==> config.mk <==
export PLATFORM = sky130hd
export DESIGN_NAME = xcau_unit
export DESIGN_NICKNAME = d
export VERILOG_FILES = /design/src/xcau_pkg.sv /design/src/xcau_bit_gather.sv /design/src/xcau_unit.sv
export SDC_FILE = /design/constraint.sdc
export NUM_CORES = 2
export LEC_CHECK = 0
export BUFFER_PORTS_ARGS = -buffer_cell sky130_fd_sc_hd__clkbuf_2
export CAP_MARGIN = 15
export CORE_AREA = 2 2 430 432
export CTS_BUF_LIST = sky130_fd_sc_hd__clkbuf_4
export CTS_CLUSTER_DIAMETER = 40
export DETAILED_ROUTE_END_ITERATION = 8
export DIE_AREA = 0 0 432 434
export GPL_ROUTABILITY_DRIVEN = 0
export GPL_TIMING_DRIVEN = 0
export MAX_ROUTING_LAYER = met4
export SETUP_SLACK_MARGIN = 0.3
export SLEW_MARGIN = 20
export SYNTH_ARGS = -nofsm -noshare
export SYNTH_HDL_FRONTEND = slang
export SYNTH_HIERARCHICAL = 1
export SYNTH_SLANG_ARGS = --single-unit
==> constraint.sdc <==
create_clock -name clock -period 15.4 [get_ports clock]
set_input_delay 3.85 -clock clock [delete_from_list [all_inputs] [get_ports clock]]
set_output_delay 3.85 -clock clock [all_outputs]
set_load 0.05 [all_outputs]
==> src/xcau_pkg.sv <==
package xcau_pkg;

   localparam int ACC_W = 32;
   localparam int WORD_W = 16;
   localparam int ADDR_W = 4;
   localparam int OP_W = 4;
   localparam int CNT_W = 6;
   localparam int FIELD_MAX = 32;
   localparam int DISC_BITS = 1024;
   localparam int DISC_IDX_W = 10;
   localparam int STACK_DEPTH = 8;

   // Register offsets on the plain register port.
   localparam logic [ADDR_W-1:0] REG_ACC = 4'h0;
   localparam logic [ADDR_W-1:0] REG_OPER_LO = 4'h1;
   localparam logic [ADDR_W-1:0] REG_OPER_HI = 4'h2;
   localparam logic [ADDR_W-1:0] REG_FIELD = 4'h3;
   localparam logic [ADDR_W-1:0] REG_CMD = 4'h4;
   localparam logic [ADDR_W-1:0] REG_STATUS = 4'h5;
   localparam logic [ADDR_W-1:0] REG_STACK = 4'h6;
   localparam logic [ADDR_W-1:0] REG_DEPTH = 4'h7;

   // Field layout of the bit-field register.
   localparam int FIELD_START_LSB = 0;
   localparam int FIELD_COUNT_LSB = 16;

   // Bit positions in the status register.
   localparam int ST_ZERO = 0;
   localparam int ST_NEG = 1;
   localparam int ST_LESS = 2;
   localparam int ST_EQUAL = 3;
   localparam int ST_GREATER = 4;
   localparam int ST_BUSY = 5;
   localparam int ST_ERR = 6;

   localparam logic [ACC_W-1:0] ACC_RESET = 32'h0;

   // Command codes written to the command register.
   typedef enum logic [OP_W-1:0] {
      xor_word_op = 4'h0,
      xor_double_op = 4'h1,
      xor_bitfield_op = 4'h2,
      xor_stack_op = 4'h3,
      compare_word_op = 4'h4,
      compare_double_op = 4'h5,
      compare_bitfield_op = 4'h6
   } xcau_op_t;

   typedef enum logic [0:0] {
      ST_IDLE,
      ST_GATHER
   } xcau_state_t;

endpackage

==> src/xcau_bit_gather.sv <==
`timescale 1ns/100ps
// Collects one discrete bit per cycle, lowest location into bit 0.
module xcau_bit_gather #(
   parameter int DISC_BITS = xcau_pkg::DISC_BITS,
   parameter int IDX_W = xcau_pkg::DISC_IDX_W,
   parameter int ACC_W = xcau_pkg::ACC_W,
   parameter int CNT_W = xcau_pkg::CNT_W
)
(
   input wire logic clock,
   input wire logic rst,
   input wire logic start,
   input wire logic [IDX_W-1:0] startIdx,
   input wire logic [CNT_W-1:0] count,
   input wire logic [DISC_BITS-1:0] discreteBits,
   output logic done,
   output logic [ACC_W-1:0] value
);

   typedef struct packed {
      logic busy;
      logic done;
      logic [IDX_W:0] idx;
      logic [CNT_W-1:0] remaining;
      logic [CNT_W-1:0] pos;
      logic [ACC_W-1:0] value;
   } xcau_gather_t;

   xcau_gather_t q;
   xcau_gather_t d;

   always_comb
   begin
      d = q;
      d.done = 1'b0;
      if (start)
      begin
         // Unused upper bits are cleared before the run begins.
         d.busy = 1'b1;
         d.idx = {1'b0, startIdx};
         d.remaining = count;
         d.pos = '0;
         d.value = '0;
      end
      else if (q.busy)
      begin
         // Locations past the end of the bit image read as zero.
         // The index has one spare bit, so a run near the top cannot wrap to location 0.
         if (int'(q.idx) < DISC_BITS)
         begin
            d.value[q.pos[$clog2(ACC_W)-1:0]] = discreteBits[q.idx[IDX_W-1:0]];
         end
         d.idx = q.idx + 1'b1;
         d.pos = q.pos + 1'b1;
         d.remaining = q.remaining - 1'b1;
         if (q.remaining == CNT_W'(1))
         begin
            d.busy = 1'b0;
            d.done = 1'b1;
         end
      end
   end

   always_ff @(posedge clock or posedge rst)
   begin
      if (rst)
      begin
         q <= '0;
      end
      else
      begin
         q <= d;
      end
   end

   assign done = q.done;
   assign value = q.value;

endmodule

==> src/xcau_unit.sv <==
`timescale 1ns/100ps
// What this block does
// - Word XOR: low 16 accumulator bits XOR one memory word, result in accumulator.
// - Double XOR: full accumulator XOR two consecutive words or a constant.
// - Bit-field XOR: accumulator XOR value gathered from a run of discrete bits.
// - Bit-field ops take a start location and an immediate count of 1 to 32.
// - Stack XOR: accumulator XOR top stack level, result in accumulator.
// - After stack XOR the top entry is dropped and the rest move up.
// - Every XOR sets the zero flag exactly when the result is zero.
// - Every XOR sets the negative flag exactly when the result's top bit is one.
// - A flag keeps its value until a later instruction using it executes.
// - Word compare: low 16 accumulator bits against one memory word.
// - Compare sets less, equal or greater by accumulator versus operand.
// - Double compare: full accumulator against two words or a constant.
// - Bit-field compare: accumulator against a counted run of discrete bits.
// - Compare is correct for BCD, hex, decimal or binary alike.
// - A compare changes only the comparison flags and the error flag, never the accumulator.
module xcau_unit #(
   parameter int STACK_DEPTH = xcau_pkg::STACK_DEPTH,
   parameter int DISC_BITS = xcau_pkg::DISC_BITS
)
(
   input wire logic clock,
   input wire logic rst,
   input wire logic [xcau_pkg::ADDR_W-1:0] address,
   input wire logic [xcau_pkg::ACC_W-1:0] writeData,
   input wire logic writeStrobe,
   input wire logic readStrobe,
   input wire logic [DISC_BITS-1:0] discreteBits,
   output logic [xcau_pkg::ACC_W-1:0] readData,
   output logic zeroFlag,
   output logic negativeFlag,
   output logic lessFlag,
   output logic equalFlag,
   output logic greaterFlag,
   output logic busy
);

   localparam int AW = xcau_pkg::ACC_W;
   localparam int WW = xcau_pkg::WORD_W;
   localparam int IW = xcau_pkg::DISC_IDX_W;
   localparam int CW = xcau_pkg::CNT_W;
   localparam int DEPTH_W = $clog2(STACK_DEPTH + 1);

   typedef struct packed {
      xcau_pkg::xcau_state_t state;
      xcau_pkg::xcau_op_t pendOp;
      logic [AW-1:0] acc;
      logic [WW-1:0] operLo;
      logic [WW-1:0] operHi;
      logic [IW-1:0] fieldStart;
      logic [CW-1:0] fieldCount;
      logic zeroF;
      logic negF;
      logic lessF;
      logic eqF;
      logic gtF;
      logic errF;
      logic gatherStart;
      logic [STACK_DEPTH-1:0][AW-1:0] stack;
      logic [DEPTH_W-1:0] depth;
      logic [AW-1:0] rdata;
   } xcau_top_t;

   xcau_top_t q;
   xcau_top_t d;

   logic gatherDone;
   logic [AW-1:0] gatherValue;
   logic idle;
   logic launch;
   xcau_pkg::xcau_op_t launchOp;
   logic countOk;
   logic isFieldOp;

   assign idle = (q.state == xcau_pkg::ST_IDLE);
   // Commands and operand writes are ignored while a bit field is being gathered.
   assign launch = writeStrobe && (address == xcau_pkg::REG_CMD) && idle;
   assign launchOp = xcau_pkg::xcau_op_t'(writeData[xcau_pkg::OP_W-1:0]);
   assign countOk = (q.fieldCount != '0) && (int'(q.fieldCount) <= xcau_pkg::FIELD_MAX);
   assign isFieldOp = (launchOp == xcau_pkg::xor_bitfield_op)
      || (launchOp == xcau_pkg::compare_bitfield_op);

   xcau_bit_gather #(
      .DISC_BITS(DISC_BITS),
      .IDX_W(IW),
      .ACC_W(AW),
      .CNT_W(CW)
   ) u_gather (
      .clock(clock),
      .rst(rst),
      .start(q.gatherStart),
      .startIdx(q.fieldStart),
      .count(q.fieldCount),
      .discreteBits(discreteBits),
      .done(gatherDone),
      .value(gatherValue)
   );

   always_comb
   begin
      logic doXor;
      logic doCmp;
      logic [AW-1:0] xorOpnd;
      logic [AW-1:0] cmpA;
      logic [AW-1:0] cmpB;
      logic [AW-1:0] res;
      doXor = 1'b0;
      doCmp = 1'b0;
      xorOpnd = '0;
      cmpA = '0;
      cmpB = '0;
      res = '0;
      d = q;
      d.gatherStart = 1'b0;
      d.rdata = '0;

      if (readStrobe)
      begin
         case (address)
            xcau_pkg::REG_ACC: d.rdata = q.acc;
            xcau_pkg::REG_OPER_LO: d.rdata = {{(AW-WW){1'b0}}, q.operLo};
            xcau_pkg::REG_OPER_HI: d.rdata = {{(AW-WW){1'b0}}, q.operHi};
            xcau_pkg::REG_FIELD:
            begin
               d.rdata[xcau_pkg::FIELD_START_LSB +: IW] = q.fieldStart;
               d.rdata[xcau_pkg::FIELD_COUNT_LSB +: CW] = q.fieldCount;
            end
            xcau_pkg::REG_STATUS:
            begin
               d.rdata[xcau_pkg::ST_ZERO] = q.zeroF;
               d.rdata[xcau_pkg::ST_NEG] = q.negF;
               d.rdata[xcau_pkg::ST_LESS] = q.lessF;
               d.rdata[xcau_pkg::ST_EQUAL] = q.eqF;
               d.rdata[xcau_pkg::ST_GREATER] = q.gtF;
               d.rdata[xcau_pkg::ST_BUSY] = !idle;
               d.rdata[xcau_pkg::ST_ERR] = q.errF;
            end
            xcau_pkg::REG_STACK: d.rdata = q.stack[0];
            xcau_pkg::REG_DEPTH: d.rdata = AW'(q.depth);
            default: d.rdata = '0;
         endcase
      end

      if (writeStrobe && idle)
      begin
         case (address)
            xcau_pkg::REG_ACC: d.acc = writeData;
            xcau_pkg::REG_OPER_LO: d.operLo = writeData[WW-1:0];
            xcau_pkg::REG_OPER_HI: d.operHi = writeData[WW-1:0];
            xcau_pkg::REG_FIELD:
            begin
               d.fieldStart = writeData[xcau_pkg::FIELD_START_LSB +: IW];
               d.fieldCount = writeData[xcau_pkg::FIELD_COUNT_LSB +: CW];
            end
            xcau_pkg::REG_STACK:
            begin
               // A push into a full stack is refused rather than losing the bottom.
               if (int'(q.depth) < STACK_DEPTH)
               begin
                  for (int i = STACK_DEPTH - 1; i > 0; i--)
                  begin
                     d.stack[i] = q.stack[i-1];
                  end
                  d.stack[0] = writeData;
                  d.depth = q.depth + 1'b1;
               end
               else
               begin
                  d.errF = 1'b1;
               end
            end
            xcau_pkg::REG_CMD:
            begin
               d.errF = 1'b0;
               case (launchOp)
                  xcau_pkg::xor_word_op:
                  begin
                     doXor = 1'b1;
                     xorOpnd = {{(AW-WW){1'b0}}, q.operLo};
                  end
                  xcau_pkg::xor_double_op:
                  begin
                     doXor = 1'b1;
                     xorOpnd = {q.operHi, q.operLo};
                  end
                  xcau_pkg::xor_stack_op:
                  begin
                     if (q.depth != '0)
                     begin
                        doXor = 1'b1;
                        xorOpnd = q.stack[0];
                        for (int i = 0; i < STACK_DEPTH - 1; i++)
                        begin
                           d.stack[i] = q.stack[i+1];
                        end
                        d.stack[STACK_DEPTH-1] = '0;
                        d.depth = q.depth - 1'b1;
                     end
                     else
                     begin
                        d.errF = 1'b1;
                     end
                  end
                  xcau_pkg::compare_word_op:
                  begin
                     doCmp = 1'b1;
                     cmpA = {{(AW-WW){1'b0}}, q.acc[WW-1:0]};
                     cmpB = {{(AW-WW){1'b0}}, q.operLo};
                  end
                  xcau_pkg::compare_double_op:
                  begin
                     doCmp = 1'b1;
                     cmpA = q.acc;
                     cmpB = {q.operHi, q.operLo};
                  end
                  xcau_pkg::xor_bitfield_op, xcau_pkg::compare_bitfield_op:
                  begin
                     if (countOk)
                     begin
                        d.state = xcau_pkg::ST_GATHER;
                        d.pendOp = launchOp;
                        d.gatherStart = 1'b1;
                     end
                     else
                     begin
                        d.errF = 1'b1;
                     end
                  end
                  default: d.errF = 1'b1;
               endcase
            end
            default: ;
         endcase
      end

      case (q.state)
         xcau_pkg::ST_IDLE: ;
         xcau_pkg::ST_GATHER:
         begin
            if (gatherDone)
            begin
               d.state = xcau_pkg::ST_IDLE;
               if (q.pendOp == xcau_pkg::xor_bitfield_op)
               begin
                  doXor = 1'b1;
                  xorOpnd = gatherValue;
               end
               else
               begin
                  doCmp = 1'b1;
                  cmpA = q.acc;
                  cmpB = gatherValue;
               end
            end
         end
         default: d.state = xcau_pkg::ST_IDLE;
      endcase

      // Zero, negative and comparison flags change only here, when an instruction using them completes.
      if (doXor)
      begin
         res = q.acc ^ xorOpnd;
         d.acc = res;
         d.zeroF = (res == '0);
         d.negF = res[AW-1];
      end
      // Unsigned magnitude order also orders packed BCD digits correctly.
      if (doCmp)
      begin
         d.lessF = (cmpA < cmpB);
         d.eqF = (cmpA == cmpB);
         d.gtF = (cmpA > cmpB);
      end
   end

   always_ff @(posedge clock or posedge rst)
   begin
      if (rst)
      begin
         q <= '0;
         q.state <= xcau_pkg::ST_IDLE;
         q.pendOp <= xcau_pkg::xor_word_op;
         q.acc <= xcau_pkg::ACC_RESET;
      end
      else
      begin
         q <= d;
      end
   end

   assign readData = q.rdata;
   assign zeroFlag = q.zeroF;
   assign negativeFlag = q.negF;
   assign lessFlag = q.lessF;
   assign equalFlag = q.eqF;
   assign greaterFlag = q.gtF;
   assign busy = q.state != xcau_pkg::ST_IDLE;
endmodule

# --- After elaboration in Yosys (flattened, before gate mapping) ---
# Cells that the tools add are included.
op_classes:
  addsub: 5
  n_lt_le_gt_ge: 8
  n_eq_ne: 20
  n_mux: 73
  n_bitwise: 2
  n_reduce_logical: 25
op_table:
  columns: ["op", "count"]
  rows:
  - ["$mux W260", 3]
  - ["$mux W32", 20]
  - ["$pmux W260 S2", 1]
  - ["$mux W261", 1]
  - ["$pmux W32 S2", 2]
  - ["$pmux W32 S3", 1]
  - ["$mux W85", 1]
  - ["$mux W57", 1]
  - ["$mux W55", 1]
  - ["$pmux W7 S7", 1]
  - ["$mux W16", 3]
  - ["$bwmux W32", 1]
  - ["$eq A32 B32 Y1", 1]
  - ["$gt A32 B32 Y1", 1]
  - ["$logic_not A32 Y1", 1]
  - ["$lt A32 B32 Y1", 1]
  - ["$xor A32 B32 Y32", 1]
  - ["$eq A4 B3 Y1 const B", 7]
  - ["$mux W1", 24]
  - ["$pmux W6 S4", 1]
  - ["$eq A4 B2 Y1 const B", 5]
  - ["$pmux W10 S2", 1]
  - ["$pmux W6 S3", 1]
  - ["$mux W5", 3]
  - ["33 further kinds", 50]
totals:
  reg_bits: 441
  inputBits: 1064
  wordCells: 163

# --- Logic depth before layout (Yosys ltp) ---
depth:
  word_depth: 10
  mapped_depth: 20
  mapped_depth_nobuf: 17

# --- Hierarchy ---
# The synthesis kept the hierarchy.
modules_own_cells:
  columns: ["module", "n_inst", "cells_per_inst", "area_per_inst_um2", "seq_area_each_um2"]
  rows:
  - ["xcau_unit", 1, 2000, 19568.8, 9609.2]
  - ["xcau_bit_gather", 1, 1018, 11713.7, 1401.3]

# --- Worst setup path after synthesis ---
# OpenSTA, ideal clock, no wires.
synth_path:
  path_type: "input -> register"
  startpoint: "input port address[0] in the netlist's numbering"
  endpoint: "register q (netlist bit greaterFlag)"
  setup_ns: 0.123
  t_arrival_ns: 7.181
  path_slack_ns: 8.096
  path_stages: 19
  n_path_buf: 4
  path_cell_list: "clkbuf_1 -> or3_1 -> buf_2 -> clkinv_4 -> nand2_2 -> nor4b_4 -> and2_1 -> buf_2 -> buf_2 -> a22oi_1 -> ha_1 -> a21o_1 -> a21o_1 -> a21o_1 -> a21o_1 -> a211oi_1 -> nor2_1 -> or2_0 -> o221a_1"
synth_between:
  elab_chain_len: 7
  elab_cells_between_ends: 17
  cone_classes: "order compare: 1; eq/ne: 1; mux: 15"
synth_rtl:
  columns: ["item", "line", "rtl"]
  rows:
  - ["start, declared", "xcau_unit.sv:25", "input wire logic [xcau_pkg::ADDR_W-1:0] address,"]
  - ["$eq A4 B3 Y1 *", "xcau_unit.sv:147", "case (address)"]
  - ["$mux W32", "xcau_unit.sv:147", null]
  - ["$mux W32", "xcau_unit.sv:145", "if (writeStrobe && idle)"]
  - ["$mux W32", "xcau_unit.sv:244", "if (q.pendOp == xcau_pkg::xor_bitfield_op)"]
  - ["$mux W32", "xcau_unit.sv:241", "if (gatherDone)"]
  - ["$mux W32", "xcau_unit.sv:237", "case (q.state)"]
  - ["$gt A32 B32 Y1", "xcau_unit.sv:273", "d.gtF = (cmpA > cmpB);"]
  - ["end, declared", "xcau_unit.sv:65", "xcau_top_t q;"]
# Every way passes the cells marked *; elsewhere a longest branch is shown, timed or not.
# A chain may end at the register's enable or synchronous reset.

# --- Worst setup path after layout ---
# Same ends and word-level chain as after synthesis.

==> impl_metrics.csv <==
group,metric,value,unit
run_status,status,"finished with violations",
run_status,violations,"DRC",
worst_setup_path,timing.critical_path.buf_inv,5,
global_route,grt_pass1_wl,294.2,mm
sta,drv_slew,0,
drt,wl_per_cell,33.64,microns
synthesis,synthArstFlopShare,1.000,
cells_and_area,areaGrowthSynthToFinish,33.46,%
clocking,cts_buffer_depth,3,
hold_path,hold_start,"q[380]",
drt,ant_nets,0,
clocking,htree_levels,3,
floorplanning,coreArea,182500,sq um
placed_design,dp_hpwl,187.8,mm
drt,wirelength,227.9,mm
floorplanning,die_h,434,microns
worst_setup_path,reg2reg_depth,13,
synthesis,ys_warn_count,6,
flow_run,maxCapViolCount,0,
synthesis,synth-compound-area-share,0.1384,
worst_setup_path,crit_chain,"clkbuf_1 > or3_1 > buf_2 > clkinv_4 > nand2_2 > nor4b_4 > or2_1 > buf_2 > clkbuf_1 > and2_1 > ha_1 > nor2b_1 > o21a_1 > o21a_1 > o211ai_1 > a21oi_1 > o21ai_0 > a21boi_0 > o221a_1",
synthesis,syn_area,31280,sq um
worst_setup_path,cp-startpoint,"address[0]",
sta,fin_tns_setup,0,ns
worst_setup_path,cp_num_cells,19,
pwr,vdd_drop_max,43.65,uV
global_route,antenna_found_initial,72,
worst_setup_path,path_max_fanout,10,
sta,max_freq,0.1342,GHz
clocking,clk_pin_slew,0.07,ns
cells_and_area,drive_gt1_frac,0.4197,
sta,fin_skew,0.05812,ns
sta,hold_viol,0,
drt,viasPerCell,4.938,
floorplanning,row_count,157,
clocking,ctsResizeCount,0,
cells_and_area,fill_cells,19784,
drt,drc,83,
clocking,numCtsBuffers,119,
worst_setup_path,arrival,8.19,ns
worst_setup_path,critPathSlowestCell,"nor4b_4",
cells_and_area,fin_util,0.2288,
sta,fin_crit_sh,0.4838,
sta,fin_crit,7.451,ns
synthesis,synth_top_family_by_area,"multiplexers",
placed_design,portBuffers,1097,
synthesis,synth_mux_area_frac,0.3048,
global_route,grt_pass1_vias,32930,
drt,vias,33447,
pwr,power.density,61.35,nW/um^2
synthesis,synthXorXnorAreaFrac,0.01568,
clocking,cts_tree,"built",
clocking,clockRootBuffer,"clkbuf_4",
pwr,p_leak,17.42,nW
drt,dr.pass1.iters,9,
worst_setup_path,cp_top_family,"simple AND/OR/NAND/NOR gates",
floorplanning,dieArea,187500,sq um
floorplanning,fp.dieW,432,microns
worst_setup_path,critPathMaxStageDelay,0.70,ns
sta,rsz0062_at_grt,"false",
worst_setup_path,rr_startpoint,"u_gather/q[45]",
clocking,cts.sinks,440,
worst_setup_path,cp.required,16.13,ns
synthesis,postSynthCellCount,3018,
synthesis,synth_seq_cells,440,
clocking,hold_buffers,0,
clocking,clock_latency,0.90,ns
synthesis,synth-adder-area-share,0.01704,
global_route,grt_overflow,0,
synthesis,synth-edff-count,0,
synthesis,synth-main-ff-cell,"dfrtp_1",
cells_and_area,nets,5357,
sta,slew_headroom,0.1978,
hold_path,min_path_cells,1,
worst_setup_path,criticalPathCategory,"in2reg",
global_route,track_usage,0.2412,
hold_path,hold_path_class,"reg2reg",
floorplanning,io_pins,1102,
synthesis,avgSynthCellArea,10.37,sq um
synthesis,synth_fp_nets,4124,
synthesis,synth-simple-area-share,0.1136,
synthesis,ys_types,81,
worst_setup_path,endpoint_kind,"flip-flop",
worst_setup_path,cp-start-kind,"primary input",
synthesis,synth-seq-area-share,0.3520,
sta,finalSetupViolations,0,
floorplanning,start_util,0.1714,
drt,initialDrtViolationCount,4229,
clocking,postCtsSetupBuffers,0,
global_route,grt_max_degree,106,
sta,worstMarginPinSlew,1.194,ns
## metrics by stage
stage / instances / area [sq um] / power [mW] / hold slack [ns] / worst slack, ns
4_1_cts: 6723 / 41600 / 2.580 / 0.4770 / 8.217
3_5_place_dp: 6514 / 40120 / 1.537 / 0.4575 / 7.304
2_1_floorplan: 3018 / 31280 / 1.296 / 0.4255 / 0.8792
6_report: 6774 / 41750 / 2.561 / 0.4779 / 7.949
5_1_grt: 6762 / 41720 / 2.659 / 0.4902 / 7.885
3_3_place_gp: 6500 / 39760 / 1.527 / 0.4442 / -3.540
## registers in the layout, summed over array words and instances, names as in the netlist
name            flops
zeroFlag            1
lessFlag            1
u_gather/q         23
greaterFlag         1
readData           32
negativeFlag        1
equalFlag           1
q                 346
u_gather/done       1
u_gather/value     32
busy                1
## synthesized netlist by cell type (41+ instances only)
cell type	count	share of area
o21ai_0	360	0.058
dfrtp_1	440	0.35
nand3_1	45	0.0072
mux2_2	49	0.018
buf_4	91	0.022
a22oi_1	112	0.027
mux4_2	247	0.18
nor2_1	87	0.010
clkbuf_1	136	0.016
mux2i_1	339	0.11
ha_1	41	0.016
a21oi_1	78	0.012
buf_2	57	0.0091
nor2b_1	51	0.010
o21ai_1	48	0.0077
nand2_1	472	0.057
## power breakdown
| part | internal, mW | total, mW | switching, mW |
|---|---|---|---|
| logic | 0.167 | 0.362 | 0.195 |
| registers | 1.16 | 1.16 | 0.00481 |
| clock network | 0.530 | 1.04 | 0.506 |
| total | 1.86 | 2.56 | 0.706 |
## metal layers
layer  share of wire  GRT usage  wire length, microns
met5               0          -                     0
met4           0.048     0.1003                 10910
met3            0.10    0.07229                 23020
met2            0.47     0.3799                106500
met1            0.38     0.2860                 87450
## worst register-to-register path: stages, from the launching register on
cell	delay (ns)
dfrtp_1	0.43
buf_4	0.45
buf_2	0.62
buf_4	0.53
buf_2	0.90
buf_2	0.86
a21oi_1	0.40
nor2_1	0.48
nor4_1	0.23
nor4_2	0.32
a32oi_2	0.28
buf_4	0.29
o21ai_1	0.13
o21ai_1	0.08
## final timing paths
path / slack, ns / to
min in group asynchronous: 2.92 / readData[14]
max: 7.95 / greaterFlag
min reg2reg: 0.48 / q[380]
max in group asynchronous: 10.86 / q[236]
max reg2reg: 9.23 / u_gather/value[31]
min: 0.48 / q[380]
## cells in the final DEF, fill, tap and decap left out, drive strengths merged, types with 6 or more instances in the layout
master,Yosys,final
a211oi,11,11
a21o,11,11
a21oi,78,78
a221oi,19,19
a222oi,6,6
a22oi,113,113
a31oi,12,12
and2,28,28
buf,183,198
clkbuf,136,1413
clkinv,3,27
dfrtp,440,440
diode,0,50
ha,41,41
inv,12,16
mux2,49,49
mux2i,339,339
mux4,248,248
nand2,473,473
nand2b,13,13
nand3,45,45
nand3b,8,8
nand4,20,20
nor2,90,90
nor2b,51,51
nor3,22,22
nor4,16,16
o211ai,14,14
o21ai,418,418
xnor2,17,17
xor2,39,39
## cell families after synthesis
kind of cell    Yosys count
simple gates            791
flops                   440
fa+ha+maj                42
mux                     636
buf+inv                 334
xor+xnor                 56
compound gates          719
## cell type report
cell class / count / area (sq um) / share of cell area
Multi-Input combinational cell: 2244 / 18460 / 0.4423
Sequential cell: 440 / 11010 / 0.2637
Timing Repair Buffer: 1112 / 5817 / 0.1393
Tap cell: 2385 / 2984 / 0.07148
Buffer: 319 / 1794 / 0.04298
Clock buffer: 180 / 1351 / 0.03237
Clock inverter: 29 / 131.4 / 0.003147
Antenna cell: 50 / 125.1 / 0.002997
Inverter: 15 / 72.57 / 0.001738
Note: power is estimated with default switching activity, not from simulation.
